[src/rtl/hfq_params.svh]
// Register map, field positions and sizes of the host queue and interrupt block
`ifndef HFQ_PARAMS_SVH
`define HFQ_PARAMS_SVH

// Register addresses (byte index on the host register port)
`define HFQ_ADDR_CTRL      7'h02
`define HFQ_ADDR_THRESH    7'h03
`define HFQ_ADDR_FILL      7'h04
`define HFQ_ADDR_PORT      7'h05
`define HFQ_ADDR_STAT_A    7'h06
`define HFQ_ADDR_STAT_B    7'h07
`define HFQ_ADDR_MASK_A    7'h08
`define HFQ_ADDR_MASK_B    7'h09

// Queue control fields
`define HFQ_CTRL_SIZE_BIT  7
`define HFQ_CTRL_HIGH_BIT  6
`define HFQ_CTRL_LOW_BIT   5
`define HFQ_CTRL_FLUSH_BIT 4
`define HFQ_CTRL_THR8_BIT  2

// Capacities
`define HFQ_CAP_SMALL      10'h0ff
`define HFQ_CAP_LARGE      10'h200

// Interrupt register fields
`define HFQ_SETCLR_BIT     7
`define HFQ_ANY_BIT        6
`define HFQ_STAT_B_MASK    6'h3f
`define HFQ_INV_BIT        7
`define HFQ_PIN_GATE_BIT   6
`define HFQ_PUSH_PULL_BIT  7

// Reset values
`define HFQ_RST_BYTE       8'h00
`define HFQ_RST_CTRL       8'h00

`endif

[src/rtl/hfq_pkg.sv]
// Types shared by the host queue and interrupt block
package hfq_pkg;

  // Host link type selected outside this block
  typedef enum logic [1:0] {
    HFQ_LINK_UART = 2'b00,
    HFQ_LINK_SPI  = 2'b01,
    HFQ_LINK_I2C  = 2'b10
  } hfq_link_e;

  // One host register access
  typedef struct packed {
    logic       wr;
    logic       rd;
    logic [6:0] addr;
    logic [7:0] wdata;
  } hfq_req_s;

  // Events from the command, transceiver, timer and detection engines
  typedef struct packed {
    logic       cmd_self_idle;
    logic       send_done;
    logic       recv_end;
    logic       frame_start;
    logic       queue_write_fault;
    logic       protocol_fault;
    logic       empty_send_fault;
    logic       integrity_fault;
    logic [4:0] tmr_underflow;
    logic       card_detect;
  } hfq_evt_s;

endpackage : hfq_pkg

[src/rtl/hfq_fifo.sv]
// Byte queue with selectable capacity, valid/ready on both sides
`timescale 1ns/1ps
`default_nettype none

module hfq_fifo #(
  parameter int WIDTH = 8,
  parameter int DEPTH = 512,
  parameter int CW    = 10
) (
  // Clock and reset
  input  wire logic             clk_i,
  input  wire logic             reset_i,
  // Control
  input  wire logic             flush_i,
  input  wire logic [CW-1:0]    cap_i,
  // Fill side
  input  wire logic             in_valid_i,
  output logic                  in_ready_o,
  input  wire logic [WIDTH-1:0] in_data_i,
  // Drain side
  output logic                  out_valid_o,
  input  wire logic             out_ready_i,
  output logic [WIDTH-1:0]      out_data_o,
  // Level
  output logic [CW-1:0]         count_o
);

  localparam int AW = $clog2(DEPTH);

  logic [WIDTH-1:0] mem_r [DEPTH];
  logic [AW-1:0]    wptr_r;
  logic [AW-1:0]    rptr_r;
  logic [CW-1:0]    count_r;
  logic             push;
  logic             pop;

  // Full is judged against the selected capacity, not the array size
  assign in_ready_o  = (count_r < cap_i);
  assign out_valid_o = (count_r != '0);
  assign push        = in_valid_i && in_ready_o && !flush_i;
  assign pop         = out_valid_o && out_ready_i && !flush_i;
  assign out_data_o  = mem_r[rptr_r];
  assign count_o     = count_r;

  // Storage array
  always_ff @(posedge clk_i) begin
    if (push) begin
      mem_r[wptr_r] <= in_data_i;
    end
  end

  // Pointers and level; flush wins over traffic
  always_ff @(posedge clk_i) begin
    if (reset_i || flush_i) begin
      wptr_r  <= '0;
      rptr_r  <= '0;
      count_r <= '0;
    end else begin
      if (push) wptr_r <= wptr_r + AW'(1);
      if (pop)  rptr_r <= rptr_r + AW'(1);
      count_r <= count_r + CW'(push) - CW'(pop);
    end
  end

endmodule : hfq_fifo

`default_nettype wire

[src/rtl/hfq_stage.sv]
// Eight-word output buffer between the queue and the host read port
`timescale 1ns/1ps
`default_nettype none

module hfq_stage #(
  parameter int WIDTH = 8,
  parameter int DEPTH = 8
) (
  // Clock and reset
  input  wire logic             clk_i,
  input  wire logic             reset_i,
  input  wire logic             flush_i,
  // Fill side
  input  wire logic             in_valid_i,
  output logic                  in_ready_o,
  input  wire logic [WIDTH-1:0] in_data_i,
  // Drain side
  output logic                  out_valid_o,
  input  wire logic             out_ready_i,
  output logic [WIDTH-1:0]      out_data_o,
  // Level
  output logic [$clog2(DEPTH):0] count_o
);

  localparam int AW = $clog2(DEPTH);

  logic [WIDTH-1:0] mem_r [DEPTH];
  logic [AW-1:0]    wptr_r;
  logic [AW-1:0]    rptr_r;
  logic [AW:0]      count_r;
  logic             push;
  logic             pop;

  assign in_ready_o  = (count_r != (AW+1)'(DEPTH)) && !flush_i;  // Full at DEPTH words
  assign out_valid_o = (count_r != '0);
  assign push        = in_valid_i && in_ready_o;
  assign pop         = out_valid_o && out_ready_i && !flush_i;
  assign out_data_o  = mem_r[rptr_r];
  assign count_o     = count_r;

  // Storage
  always_ff @(posedge clk_i) begin
    if (push) begin
      mem_r[wptr_r] <= in_data_i;
    end
  end

  // Pointers and level
  always_ff @(posedge clk_i) begin
    if (reset_i || flush_i) begin
      wptr_r  <= '0;
      rptr_r  <= '0;
      count_r <= '0;
    end else begin
      if (push) wptr_r <= wptr_r + AW'(1);
      if (pop)  rptr_r <= rptr_r + AW'(1);
      count_r <= count_r + (AW+1)'(push) - (AW+1)'(pop);
    end
  end

endmodule : hfq_stage

`default_nettype wire

[src/rtl/hfq_top.sv]
// Host queue, watermark alerts and interrupt request registers
`timescale 1ns/1ps
`default_nettype none
`include "hfq_params.svh"

// Overview of operation
// - Size select one gives 255 byte capacity, zero gives 512 bytes.
// - High alert is one when capacity minus fill is at most threshold.
// - Low alert is one when fill is at most threshold.
// - Flush bit empties queue and zeroes fill; it always reads zero.
// - Control bit 2 is threshold bit 8, used only in 512 byte mode.
// - Control bits 1:0 show fill bits 9:8, used only in 512 mode.
// - Fill count resets to zero, counts up on writes, down on reads.
// - Data port accesses do not advance the host address pointer.
// - Port is off over UART, read/write over I2C, read only over SPI.
// - Status write bit 7 picks set or clear for lower bits written one.
// - Watermark flags latch on alert and stay until cleared by host.
// - Idle flag sets on self return to idle, not on host idle command.
// - Transmit flag sets once the last outgoing bit is sent.
// - Receive flag sets at end of incoming stream, good or bad.
// - Error flag sets on any of five listed queue or link faults.
// - Frame start flag sets on start of frame or subcarrier.
// - Second status write touches bits 5:0 only, never the global bit.
// - Global flag is set while any enabled status flag is set.
// - Timers set bits 4:0 on underflow; card detect sets bit 5.
// - Each enable bit gates its flag into the global flag.
// - Invert bit 7 of first enable register flips pin polarity.
// - Global flag reaches the pin only while pin enable bit 6 is one.
// - Second enable bit 7 one is push-pull, zero is open-drain.
// - Writes to a full queue set overflow and are dropped.

module hfq_top #(
  parameter int QDEPTH = 512,
  parameter int SDEPTH = 8
) (
  // Clock and reset
  input  wire logic              clk_i,
  input  wire logic              reset_i,
  // Host register port
  input  wire hfq_pkg::hfq_req_s req_i,
  input  wire hfq_pkg::hfq_link_e link_i,
  output logic [7:0]             rdata_o,
  output logic                   rvalid_o,
  output logic                   addr_inc_o,
  // Engine events
  input  wire hfq_pkg::hfq_evt_s evt_i,
  // Fault level to the error register
  output logic                   queue_overflow_fault_o,
  // Interrupt pin
  output logic                   irq_pin_o,
  output logic                   irq_pin_oe_o
);

  // ************************************************************
  // Register state
  // ************************************************************
  logic       size_sel_r;
  logic       thr8_r;
  logic [7:0] thresh_r;
  logic [6:0] stat_a_r;
  logic [5:0] stat_b_r;
  logic [7:0] mask_a_r;
  logic [7:0] mask_b_r;
  logic       ovf_r;
  logic       any_intr;
  logic       high_watermark_flag;
  logic       low_watermark_flag;
  logic       flush;
  logic [9:0] cap;
  logic [9:0] fill_count;
  logic [8:0] thr_eff;
  logic [3:0] stage_cnt;

  wire wr = req_i.wr;
  wire rd = req_i.rd;
  wire [6:0] addr = req_i.addr;
  wire [7:0] wd = req_i.wdata;

  // Port permission by host link type
  wire port_rd_ok = (link_i == hfq_pkg::HFQ_LINK_I2C) ||
                    (link_i == hfq_pkg::HFQ_LINK_SPI);
  wire port_wr_ok = (link_i == hfq_pkg::HFQ_LINK_I2C);
  wire port_wr = wr && addr == `HFQ_ADDR_PORT && port_wr_ok;
  wire port_rd = rd && addr == `HFQ_ADDR_PORT && port_rd_ok;

  // ************************************************************
  // Queue and output buffer
  // ************************************************************
  assign flush = wr && addr == `HFQ_ADDR_CTRL && wd[`HFQ_CTRL_FLUSH_BIT];
  assign cap = size_sel_r ? `HFQ_CAP_SMALL : `HFQ_CAP_LARGE;

  logic       q_in_ready;
  logic       q_out_valid;
  logic [7:0] q_out_data;
  logic [9:0] q_count;
  logic       s_in_ready;
  logic       s_out_valid;
  logic [7:0] s_out_data;

  hfq_fifo #(.WIDTH(8), .DEPTH(QDEPTH), .CW(10)) u_queue (
    .clk_i       (clk_i),
    .reset_i     (reset_i),
    .flush_i     (flush),
    .cap_i       (cap - 10'(stage_cnt)),
    .in_valid_i  (port_wr),
    .in_ready_o  (q_in_ready),
    .in_data_i   (wd),
    .out_valid_o (q_out_valid),
    .out_ready_i (s_in_ready),
    .out_data_o  (q_out_data),
    .count_o     (q_count)
  );

  // Prefetch buffer so a read answers next cycle from a register
  hfq_stage #(.WIDTH(8), .DEPTH(SDEPTH)) u_stage (
    .clk_i       (clk_i),
    .reset_i     (reset_i),
    .flush_i     (flush),
    .in_valid_i  (q_out_valid),
    .in_ready_o  (s_in_ready),
    .in_data_i   (q_out_data),
    .out_valid_o (s_out_valid),
    .out_ready_i (port_rd),
    .out_data_o  (s_out_data),
    .count_o     (stage_cnt)
  );

  // Bytes held anywhere count toward the host-visible level
  assign fill_count = q_count + 10'(stage_cnt);
  assign thr_eff = {thr8_r & ~size_sel_r, thresh_r};
  assign high_watermark_flag = (cap - fill_count) <= 10'(thr_eff);
  assign low_watermark_flag  = fill_count <= 10'(thr_eff);

  // Overflow fault: full-queue writes dropped, fault latched until flush
  always_ff @(posedge clk_i) begin
    if (reset_i || flush) begin
      ovf_r <= 1'b0;
    end else if (port_wr && !q_in_ready) begin
      ovf_r <= 1'b1;
    end
  end

  // ************************************************************
  // Control registers
  // ************************************************************
  // Size select is taken as written; host empties first
  always_ff @(posedge clk_i) begin
    if (reset_i) begin
      size_sel_r <= 1'b0;
      thr8_r     <= 1'b0;
    end else if (wr && addr == `HFQ_ADDR_CTRL) begin
      size_sel_r <= wd[`HFQ_CTRL_SIZE_BIT];
      thr8_r     <= wd[`HFQ_CTRL_THR8_BIT];
    end
  end

  // Threshold and enable masks
  always_ff @(posedge clk_i) begin
    if (reset_i) begin
      thresh_r <= `HFQ_RST_BYTE;
      mask_a_r <= `HFQ_RST_BYTE;
      mask_b_r <= `HFQ_RST_BYTE;
    end else if (wr) begin
      if (addr == `HFQ_ADDR_THRESH) thresh_r <= wd;
      if (addr == `HFQ_ADDR_MASK_A) mask_a_r <= wd;
      if (addr == `HFQ_ADDR_MASK_B) mask_b_r <= wd;
    end
  end

  // ************************************************************
  // Interrupt status
  // ************************************************************
  logic [6:0] ev_a;
  logic [5:0] ev_b;
  logic       hi_q_r;
  logic       lo_q_r;

  // Alert edge detect so a held alert is not re-latched after clear
  always_ff @(posedge clk_i) begin
    if (reset_i) begin
      hi_q_r <= 1'b0;
      lo_q_r <= 1'b1;  // Low alert is true straight after reset; no false edge
    end else begin
      hi_q_r <= high_watermark_flag;
      lo_q_r <= low_watermark_flag;
    end
  end

  always_comb begin
    ev_a[6] = high_watermark_flag && !hi_q_r;
    ev_a[5] = low_watermark_flag && !lo_q_r;
    ev_a[4] = evt_i.cmd_self_idle;
    ev_a[3] = evt_i.send_done;
    ev_a[2] = evt_i.recv_end;
    ev_a[1] = evt_i.queue_write_fault || (port_wr && !q_in_ready) ||
              evt_i.protocol_fault || evt_i.empty_send_fault ||
              evt_i.integrity_fault;
    ev_a[0] = evt_i.frame_start;
    ev_b    = {evt_i.card_detect, evt_i.tmr_underflow};
  end

  // Set-or-clear write; hardware events win over a clear
  always_ff @(posedge clk_i) begin
    if (reset_i) begin
      stat_a_r <= 7'h00;
    end else begin
      if (wr && addr == `HFQ_ADDR_STAT_A) begin
        if (wd[`HFQ_SETCLR_BIT]) stat_a_r <= stat_a_r | wd[6:0] | ev_a;
        else stat_a_r <= (stat_a_r & ~wd[6:0]) | ev_a;
      end else begin
        stat_a_r <= stat_a_r | ev_a;
      end
    end
  end

  // Second status: host reaches bits 5:0 only
  always_ff @(posedge clk_i) begin
    if (reset_i) begin
      stat_b_r <= 6'h00;
    end else begin
      if (wr && addr == `HFQ_ADDR_STAT_B) begin
        if (wd[`HFQ_SETCLR_BIT]) stat_b_r <= stat_b_r | (wd[5:0] & `HFQ_STAT_B_MASK) | ev_b;
        else stat_b_r <= (stat_b_r & ~(wd[5:0] & `HFQ_STAT_B_MASK)) | ev_b;
      end else begin
        stat_b_r <= stat_b_r | ev_b;
      end
    end
  end

  // Global flag derived live from flags and enables
  assign any_intr = |(stat_a_r & mask_a_r[6:0]) | |(stat_b_r & mask_b_r[5:0]);

  // Pin level ahead of the output flops
  logic pin_lvl;
  assign pin_lvl = (any_intr && mask_b_r[`HFQ_PIN_GATE_BIT]) ^
                   mask_a_r[`HFQ_INV_BIT];

  // Pin drive, registered; open-drain only drives the pin while its level is low
  always_ff @(posedge clk_i) begin
    if (reset_i) begin
      irq_pin_o    <= 1'b0;
      irq_pin_oe_o <= 1'b0;
    end else begin
      irq_pin_o    <= pin_lvl;
      irq_pin_oe_o <= mask_b_r[`HFQ_PUSH_PULL_BIT] || !pin_lvl;
    end
  end

  // ************************************************************
  // Read path
  // ************************************************************
  logic [7:0] rmux;
  always_comb begin
    rmux = `HFQ_RST_BYTE;
    case (addr)
      `HFQ_ADDR_CTRL:   rmux = {size_sel_r, high_watermark_flag, low_watermark_flag,
                                1'b0, 1'b0, thr8_r, fill_count[9:8]};
      `HFQ_ADDR_THRESH: rmux = thresh_r;
      `HFQ_ADDR_FILL:   rmux = fill_count[7:0];
      `HFQ_ADDR_PORT:   rmux = (port_rd && s_out_valid) ? s_out_data : `HFQ_RST_BYTE;
      `HFQ_ADDR_STAT_A: rmux = {1'b0, stat_a_r};
      `HFQ_ADDR_STAT_B: rmux = {1'b0, any_intr, stat_b_r};
      `HFQ_ADDR_MASK_A: rmux = mask_a_r;
      `HFQ_ADDR_MASK_B: rmux = mask_b_r;
      default:          rmux = `HFQ_RST_BYTE;
    endcase
  end

  // Registered answer and address-advance hint
  always_ff @(posedge clk_i) begin
    if (reset_i) begin
      rdata_o                <= `HFQ_RST_BYTE;
      rvalid_o               <= 1'b0;
      addr_inc_o             <= 1'b0;
      queue_overflow_fault_o <= 1'b0;
    end else begin
      rdata_o                <= rd ? rmux : rdata_o;
      rvalid_o               <= rd;
      addr_inc_o             <= (rd || wr) && addr != `HFQ_ADDR_PORT;
      queue_overflow_fault_o <= ovf_r || (port_wr && !q_in_ready);
    end
  end

  // ************************************************************
  // Checks
  // ************************************************************
  chk_fill_incr: assert property (@(posedge clk_i) disable iff (reset_i)
    port_wr && q_in_ready && !flush && !port_rd |=> fill_count == $past(fill_count) + 10'd1)
    else $error("fill did not rise on port write");
  chk_flush_zero: assert property (@(posedge clk_i) disable iff (reset_i)
    flush |=> fill_count == 10'd0) else $error("flush left data");
  chk_cap_limit: assert property (@(posedge clk_i) disable iff (reset_i)
    fill_count <= cap || $past(wr && addr == `HFQ_ADDR_CTRL))
    else $error("fill above capacity");
  chk_low_latch: assert property (@(posedge clk_i) disable iff (reset_i)
    $rose(low_watermark_flag) |=> stat_a_r[5]) else $error("low alert not latched");
  chk_ovf_set: assert property (@(posedge clk_i) disable iff (reset_i)
    port_wr && !q_in_ready && !flush |=> ovf_r && fill_count == $past(fill_count))
    else $error("overflow not flagged");
  chk_stat_clear: assert property (@(posedge clk_i) disable iff (reset_i)
    wr && addr == `HFQ_ADDR_STAT_A && !wd[7] && wd[3] && !ev_a[3] |=> !stat_a_r[3])
    else $error("clear write ignored");
  chk_flag_hold: assert property (@(posedge clk_i) disable iff (reset_i)
    stat_a_r[6] && !(wr && addr == `HFQ_ADDR_STAT_A) |=> stat_a_r[6])
    else $error("flag dropped");
  chk_pin_gate: assert property (@(posedge clk_i) disable iff (reset_i)
    !mask_b_r[6] && !mask_a_r[7] |=> !irq_pin_o) else $error("pin not gated");
  chk_addr_hold: assert property (@(posedge clk_i) disable iff (reset_i)
    rd && addr == `HFQ_ADDR_PORT |=> !addr_inc_o) else $error("pointer advanced");
  // Full-queue high alert, refusals, empty reads, pin style and event latching
  chk_high_alert: assert property (@(posedge clk_i) disable iff (reset_i)
    fill_count == cap |-> high_watermark_flag)
    else $error("high alert missing at full queue");
  chk_port_refuse: assert property (@(posedge clk_i) disable iff (reset_i)
    wr && addr == `HFQ_ADDR_PORT && link_i != hfq_pkg::HFQ_LINK_I2C
    |=> fill_count == $past(fill_count)) else $error("port write taken on wrong link");
  chk_uart_read: assert property (@(posedge clk_i) disable iff (reset_i)
    rd && addr == `HFQ_ADDR_PORT && link_i == hfq_pkg::HFQ_LINK_UART
    |=> rdata_o == `HFQ_RST_BYTE && fill_count == $past(fill_count))
    else $error("port read served over UART");
  chk_empty_read: assert property (@(posedge clk_i) disable iff (reset_i)
    port_rd && fill_count == 10'd0 |=> fill_count == 10'd0 && rdata_o == `HFQ_RST_BYTE)
    else $error("empty read disturbed the queue");
  chk_open_drain: assert property (@(posedge clk_i) disable iff (reset_i)
    !mask_b_r[`HFQ_PUSH_PULL_BIT] |=> !(irq_pin_oe_o && irq_pin_o))
    else $error("open-drain pin driven high");
  chk_stat_a_latch: assert property (@(posedge clk_i) disable iff (reset_i)
    (|ev_a) |=> (stat_a_r & $past(ev_a)) == $past(ev_a))
    else $error("event not latched in first status");
  chk_stat_b_latch: assert property (@(posedge clk_i) disable iff (reset_i)
    (|ev_b) |=> (stat_b_r & $past(ev_b)) == $past(ev_b))
    else $error("event not latched in second status");

  // ************************************************************
  // Coverage
  // ************************************************************
  cov_fill_full: cover property (@(posedge clk_i) fill_count == cap);
  cov_overflow:  cover property (@(posedge clk_i) port_wr && !q_in_ready);
  cov_any_intr:  cover property (@(posedge clk_i) any_intr && irq_pin_oe_o);
  cov_low_latch: cover property (@(posedge clk_i) ev_a[5]);
  cov_refused:   cover property (@(posedge clk_i) wr && addr == `HFQ_ADDR_PORT && !port_wr_ok);

endmodule : hfq_top

`default_nettype wire

[config.mk]
export PLATFORM = sky130hd
export DESIGN_NAME = hfq_top
export DESIGN_NICKNAME = d
export VERILOG_FILES = /design/src/rtl/hfq_pkg.sv /design/src/rtl/hfq_fifo.sv /design/src/rtl/hfq_stage.sv /design/src/rtl/hfq_top.sv
export VERILOG_INCLUDE_DIRS = /design/src /design/src/rtl
export SDC_FILE = /design/constraint.sdc
export NUM_CORES = 2
export LEC_CHECK = 0
export BUFFER_PORTS_ARGS = -buffer_cell sky130_fd_sc_hd__clkbuf_2
export CORE_MARGIN = 1
export CORE_UTILIZATION = 50
export CTS_CLUSTER_SIZE = 24
export DETAILED_ROUTE_END_ITERATION = 8
export PLACE_DENSITY_LB_ADDON = 0.25
export SETUP_SLACK_MARGIN = 0.15
export SLEW_MARGIN = 20
export SYNTH_ARGS = -nofsm -noshare
export SYNTH_HDL_FRONTEND = slang
export SYNTH_MEMORY_MAX_BITS = 65536
export SYNTH_SLANG_ARGS = --single-unit
export TNS_END_PERCENT = 1
[constraint.sdc]
create_clock -name clk_i -period 5.01 [get_ports clk_i]
set_clock_uncertainty 0.2 [all_clocks]
set_input_delay 0.7515 -clock clk_i [delete_from_list [all_inputs] [get_ports clk_i]]
set_output_delay 0.7515 -clock clk_i [all_outputs]
set_load 0.005 [all_outputs]
==> flow_metrics.tcl <==
set metrics [dict create \
    grt_first_pass_wirelength_mm 684 \
    hold_path_endpoint "u_queue.mem_r[292][1]" \
    synth_seq_cells 4265 \
    cts.reportedPaths.clkPinSlew_ns 0.06 \
    dr_total_vias 91100 \
    globalRouteOverflowTotal 0 \
    fmax_mhz 205 \
    path_delay_family "simple AND/OR/NAND/NOR gates" \
    worst_r2r_dst "u_stage.mem_r[4][0]" \
    synth.avg_cell_area_um2 20.1 \
    boundaryPins 48 \
    clock_sink_count 4265 \
    post_synthesis_instance_total 8316 \
    power_share_of_the_combinational_group_pct 22.6 \
    drt-total-wl_mm 489 \
    grt_util_all_layers_pct 28.7 \
    antenna_left 0 \
    vias_per_inst 6.41 \
    port-buffer-count 47 \
    ys_seq_area_share_pct 75.8 \
    design.die.area_um2 337000 \
    rows 212 \
    placedCellCount 13400 \
    yosys-top-cells-area "sky130_fd_sc_hd__edfxtp_1, sky130_fd_sc_hd__mux4_2, sky130_fd_sc_hd__nor2_1" \
    timing.critical_path.fanout_max 28 \
    place.gp.congestion 0.925 \
    yosys.area.top_type_share_pct 74.6 \
    final_nets 9572 \
    holdCritStartpoint "req_i[1]" \
    timing.slew.headroom_pct 18.6 \
    synth_edf_count 4160 \
    postSynth.asyncResetShare_pct 0 \
    power.sequential.fraction_pct 43.0 \
    worst-setup-path-type "reg -> reg" \
    worst-endpoint-arrival_ns 5.51 \
    critical_path_required_ns 5.63 \
    detailedRoute.firstPassIterationCount 6 \
    clock_latency_at_the_later_pin_of_the_worst_skew_pair_ns 1.01 \
    syn-num-nets 8431 \
    cts_made_buffers 423 \
    grt_pass1_vias 90000 \
    tritoncts "built" \
    rsz_0062_raised_after_global_routing "true" \
    regToRegSetupSlack_ns 0.12 \
    worst_path_most_repeated_cell "sky130_fd_sc_hd__buf_4" \
    sw_frac_of_total_pct 27.5 \
    post_layout_cell_count 14200 \
    initial_utilization_pct 50.2 \
    setup.worst_path.end_class "register" \
    drv_cap 0 \
    max_slew.worst_pin.slew_ns 1.22 \
    flow.area_growth_from_synthesis_pct 16.3 \
    vdd_ir_drop_max_v 0.000304 \
    report.final.hold_viol_count 0 \
    r2r.worst_path.cells 9 \
    logic_depth_of_the_worst_setup_path_including_buffers 9 \
    hp-class "in -> reg" \
    outcome "finished clean" \
    power_switching_mw 25.4 \
    routedWlPerCell_um 34.4 \
    grt_start_max_net_pins 193 \
    final.period_utilization_pct 97.5 \
    power.density_nw_per_um2 476 \
    power.leakage_nw 62.7 \
    critPathSlowestCell "sky130_fd_sc_hd__nor4_1" \
    layout-drive-gt1-share_pct 30.0 \
    min_path_cells 1 \
    synth_top_cell_by_area "sky130_fd_sc_hd__edfxtp_1" \
    ys_warn_count 0 \
    path_buf_inv 3 \
    crit_path_max_incr_delay_ns 0.94 \
    ordered_cell_list_for_the_critical_path "buf_4, nor2_4, nand2_2, buf_4, o22ai_1, nor4_1, o41ai_1, o2bb2ai_1, buf_12" \
    detail_route.drc_violations 0 \
    h-tree-depth 5 \
    floorplan.die.height_um 581 \
    mappedNetlistArea_um2 168000 \
    cts_root_buf "sky130_fd_sc_hd__clkbuf_16" \
    internal-power_mw 67.2 \
    period_minus_slack_ns 4.89 \
    timing.critical_path.from_type "register" \
    dpl_wire_length_mm 313 \
    timing_max_transition_violations_final 0 \
    die_width_um 581 \
    placeableCoreArea_um2 333000 \
    yosys_cell_types 88 \
    final_core_utilization_pct 58.4 \
    power.clock.fraction_pct 34.4 \
    initial_antenna_violation_count 30 \
    ys_dominant_reg_cell "sky130_fd_sc_hd__edfxtp_1" \
    drt-initial-drc-count 14000 \
    cts_max_path_buffers 4 \
    timing.final.setup_violations 0 \
]
[through the flow]
| step | TNS, ns | area, um^2 | hold slack (ns) | setup WS [ns] | power [mW] |
|---|---|---|---|---|---|
| 4_1_cts | 0 | 195000 | 0.0410 | 0.174 | 92.9 |
| 3_3_place_gp | -0.839 | 181000 | 0.259 | -0.354 | 61.2 |
| 6_report | 0 | 195000 | 0.111 | 0.123 | 92.7 |
| 2_1_floorplan | 0 | 168000 | 0.224 | 0.153 | 54.0 |
| 5_1_grt | 0 | 195000 | 0.0970 | 0.0835 | 95.2 |
| 3_5_place_dp | 0 | 181000 | 0.277 | 0.0968 | 61.4 |
[synth_stat cells, types with 28 or more instances]
library cell               number
sky130_fd_sc_hd__ha_1          75
sky130_fd_sc_hd__o221ai_1      66
sky130_fd_sc_hd__mux4_2       953
sky130_fd_sc_hd__o21ai_0      133
sky130_fd_sc_hd__nor3_1        50
sky130_fd_sc_hd__nor4_1        29
sky130_fd_sc_hd__clkbuf_1     209
sky130_fd_sc_hd__nand2_1      166
sky130_fd_sc_hd__edfxtp_1    4160
sky130_fd_sc_hd__nand3_1       65
sky130_fd_sc_hd__dfxtp_1      105
sky130_fd_sc_hd__xnor2_1       29
sky130_fd_sc_hd__a22oi_1       93
sky130_fd_sc_hd__a221oi_1      50
sky130_fd_sc_hd__mux2_2        65
sky130_fd_sc_hd__a31oi_1       29
sky130_fd_sc_hd__a21oi_1      126
sky130_fd_sc_hd__mux2i_1      277
sky130_fd_sc_hd__a211oi_1      28
sky130_fd_sc_hd__nor2_1       798
sky130_fd_sc_hd__buf_2        136
sky130_fd_sc_hd__buf_4         73
sky130_fd_sc_hd__buf_6         58
sky130_fd_sc_hd__nor2b_1       33
sky130_fd_sc_hd__o22ai_1      116
sky130_fd_sc_hd__inv_1         61
[area by class of cell]
cell class | instances | area, um^2
Clock inverter | 274 | 2760
Inverter | 65 | 256
Fill cell | 23900 | 139000
Tap cell | 4387 | 5490
Timing Repair Buffer | 1221 | 10500
Clock buffer | 509 | 11100
Antenna cell | 7 | 17.5
Multi-Input combinational cell | 3481 | 37700
Sequential cell | 4265 | 127000
[what timing repair did]
| item | in CTS | in global routing |
|---|---|---|
| endpoints found under the hold margin | 29 | 0 |
| pin swaps | 3 | 9 |
| gates cloned | 0 | 0 |
| gates resized for setup | 3 | 9 |
| buffers inserted | 0 | 2 |
| endpoints found under the setup margin | 1 | 60 |
| hold buffers | 16 | 0 |
[cell families after synthesis]
| kind of cell | synth area share, % |
|---|---|
| AO/OA/AOI/OAI | 3.26 |
| adder cells (fa/ha/maj) | 0.620 |
| XOR/XNOR | 0.235 |
| multiplexers | 14.9 |
| buffers and inverters | 1.89 |
| AND/OR/NAND/NOR | 3.28 |
| flip-flops | 75.8 |
[state kept, by name (all words and copies together), names as in the netlist, 3 cells and up, named ones only]
signal           count
mask_a_r             8
mask_b_r             8
rdata_o              8
stat_a_r             7
stat_b_r             6
thresh_r             8
u_queue.count_o     10
u_queue.mem_r     4096
u_queue.rptr_r       9
u_queue.wptr_r       9
u_stage.count_o      4
u_stage.mem_r       64
u_stage.rptr_r       3
u_stage.wptr_r       3
[how the worst max path moves through the flow]
stage                     slack, ns             endpoint
after floorplan                0.15   u_queue.count_o[8]
after global placement        -0.35   u_queue.count_o[8]
after detailed placement        0.1   u_queue.count_o[8]
after CTS                      0.17   u_queue.count_o[8]
after global routing           0.08   u_queue.count_o[8]
final                          0.12  u_stage.mem_r[4][0]
[per-layer routing]
metal	up-vias	global-route usage (%)	wire, um
li1	36600	-	-
met4	10	12.2	24100
met3	967	6.76	56200
met2	5837	43.8	224000
met5	-	0	68
met1	47700	40.1	186000
[power by group through the flow]
stage | Combinational, mW | Clock [mW] | Sequential [mW]
final | 21.0 | 31.9 | 39.8
after global routing | 21.9 | 33.4 | 39.8
after CTS | 20.9 | 32.2 | 39.8
after detailed placement | 20.8 | 0 | 40.6
after global placement | 20.7 | 0 | 40.5
after floorplan | 13.7 | 0 | 40.3
[placed cells by master, fill, tap and decap left out, drive strengths merged, types with 20 or more instances in the layout]
master    netlist  final
nand2b         22     22
nor2          798    798
nor2b          33     33
a221oi         53     53
mux2i         277    277
o22ai         116    116
dfxtp         105    105
a31oi          29     29
inv            63     76
ha             75     75
nand4          25     25
a211oi         28     28
edfxtp       4160   4160
nor4           30     30
o21ai         133    133
nor3           52     52
bufinv          0     49
nand3          67     67
clkinvlp        0     20
mux4          953    953
clkbuf        209    548
a22oi          93     93
nand2         167    167
xnor2          29     29
o221ai         66     66
clkinv          2    194
mux2           65     65
a21oi         126    126
buf           296   1166
Power figures use the tool's default switching activity.
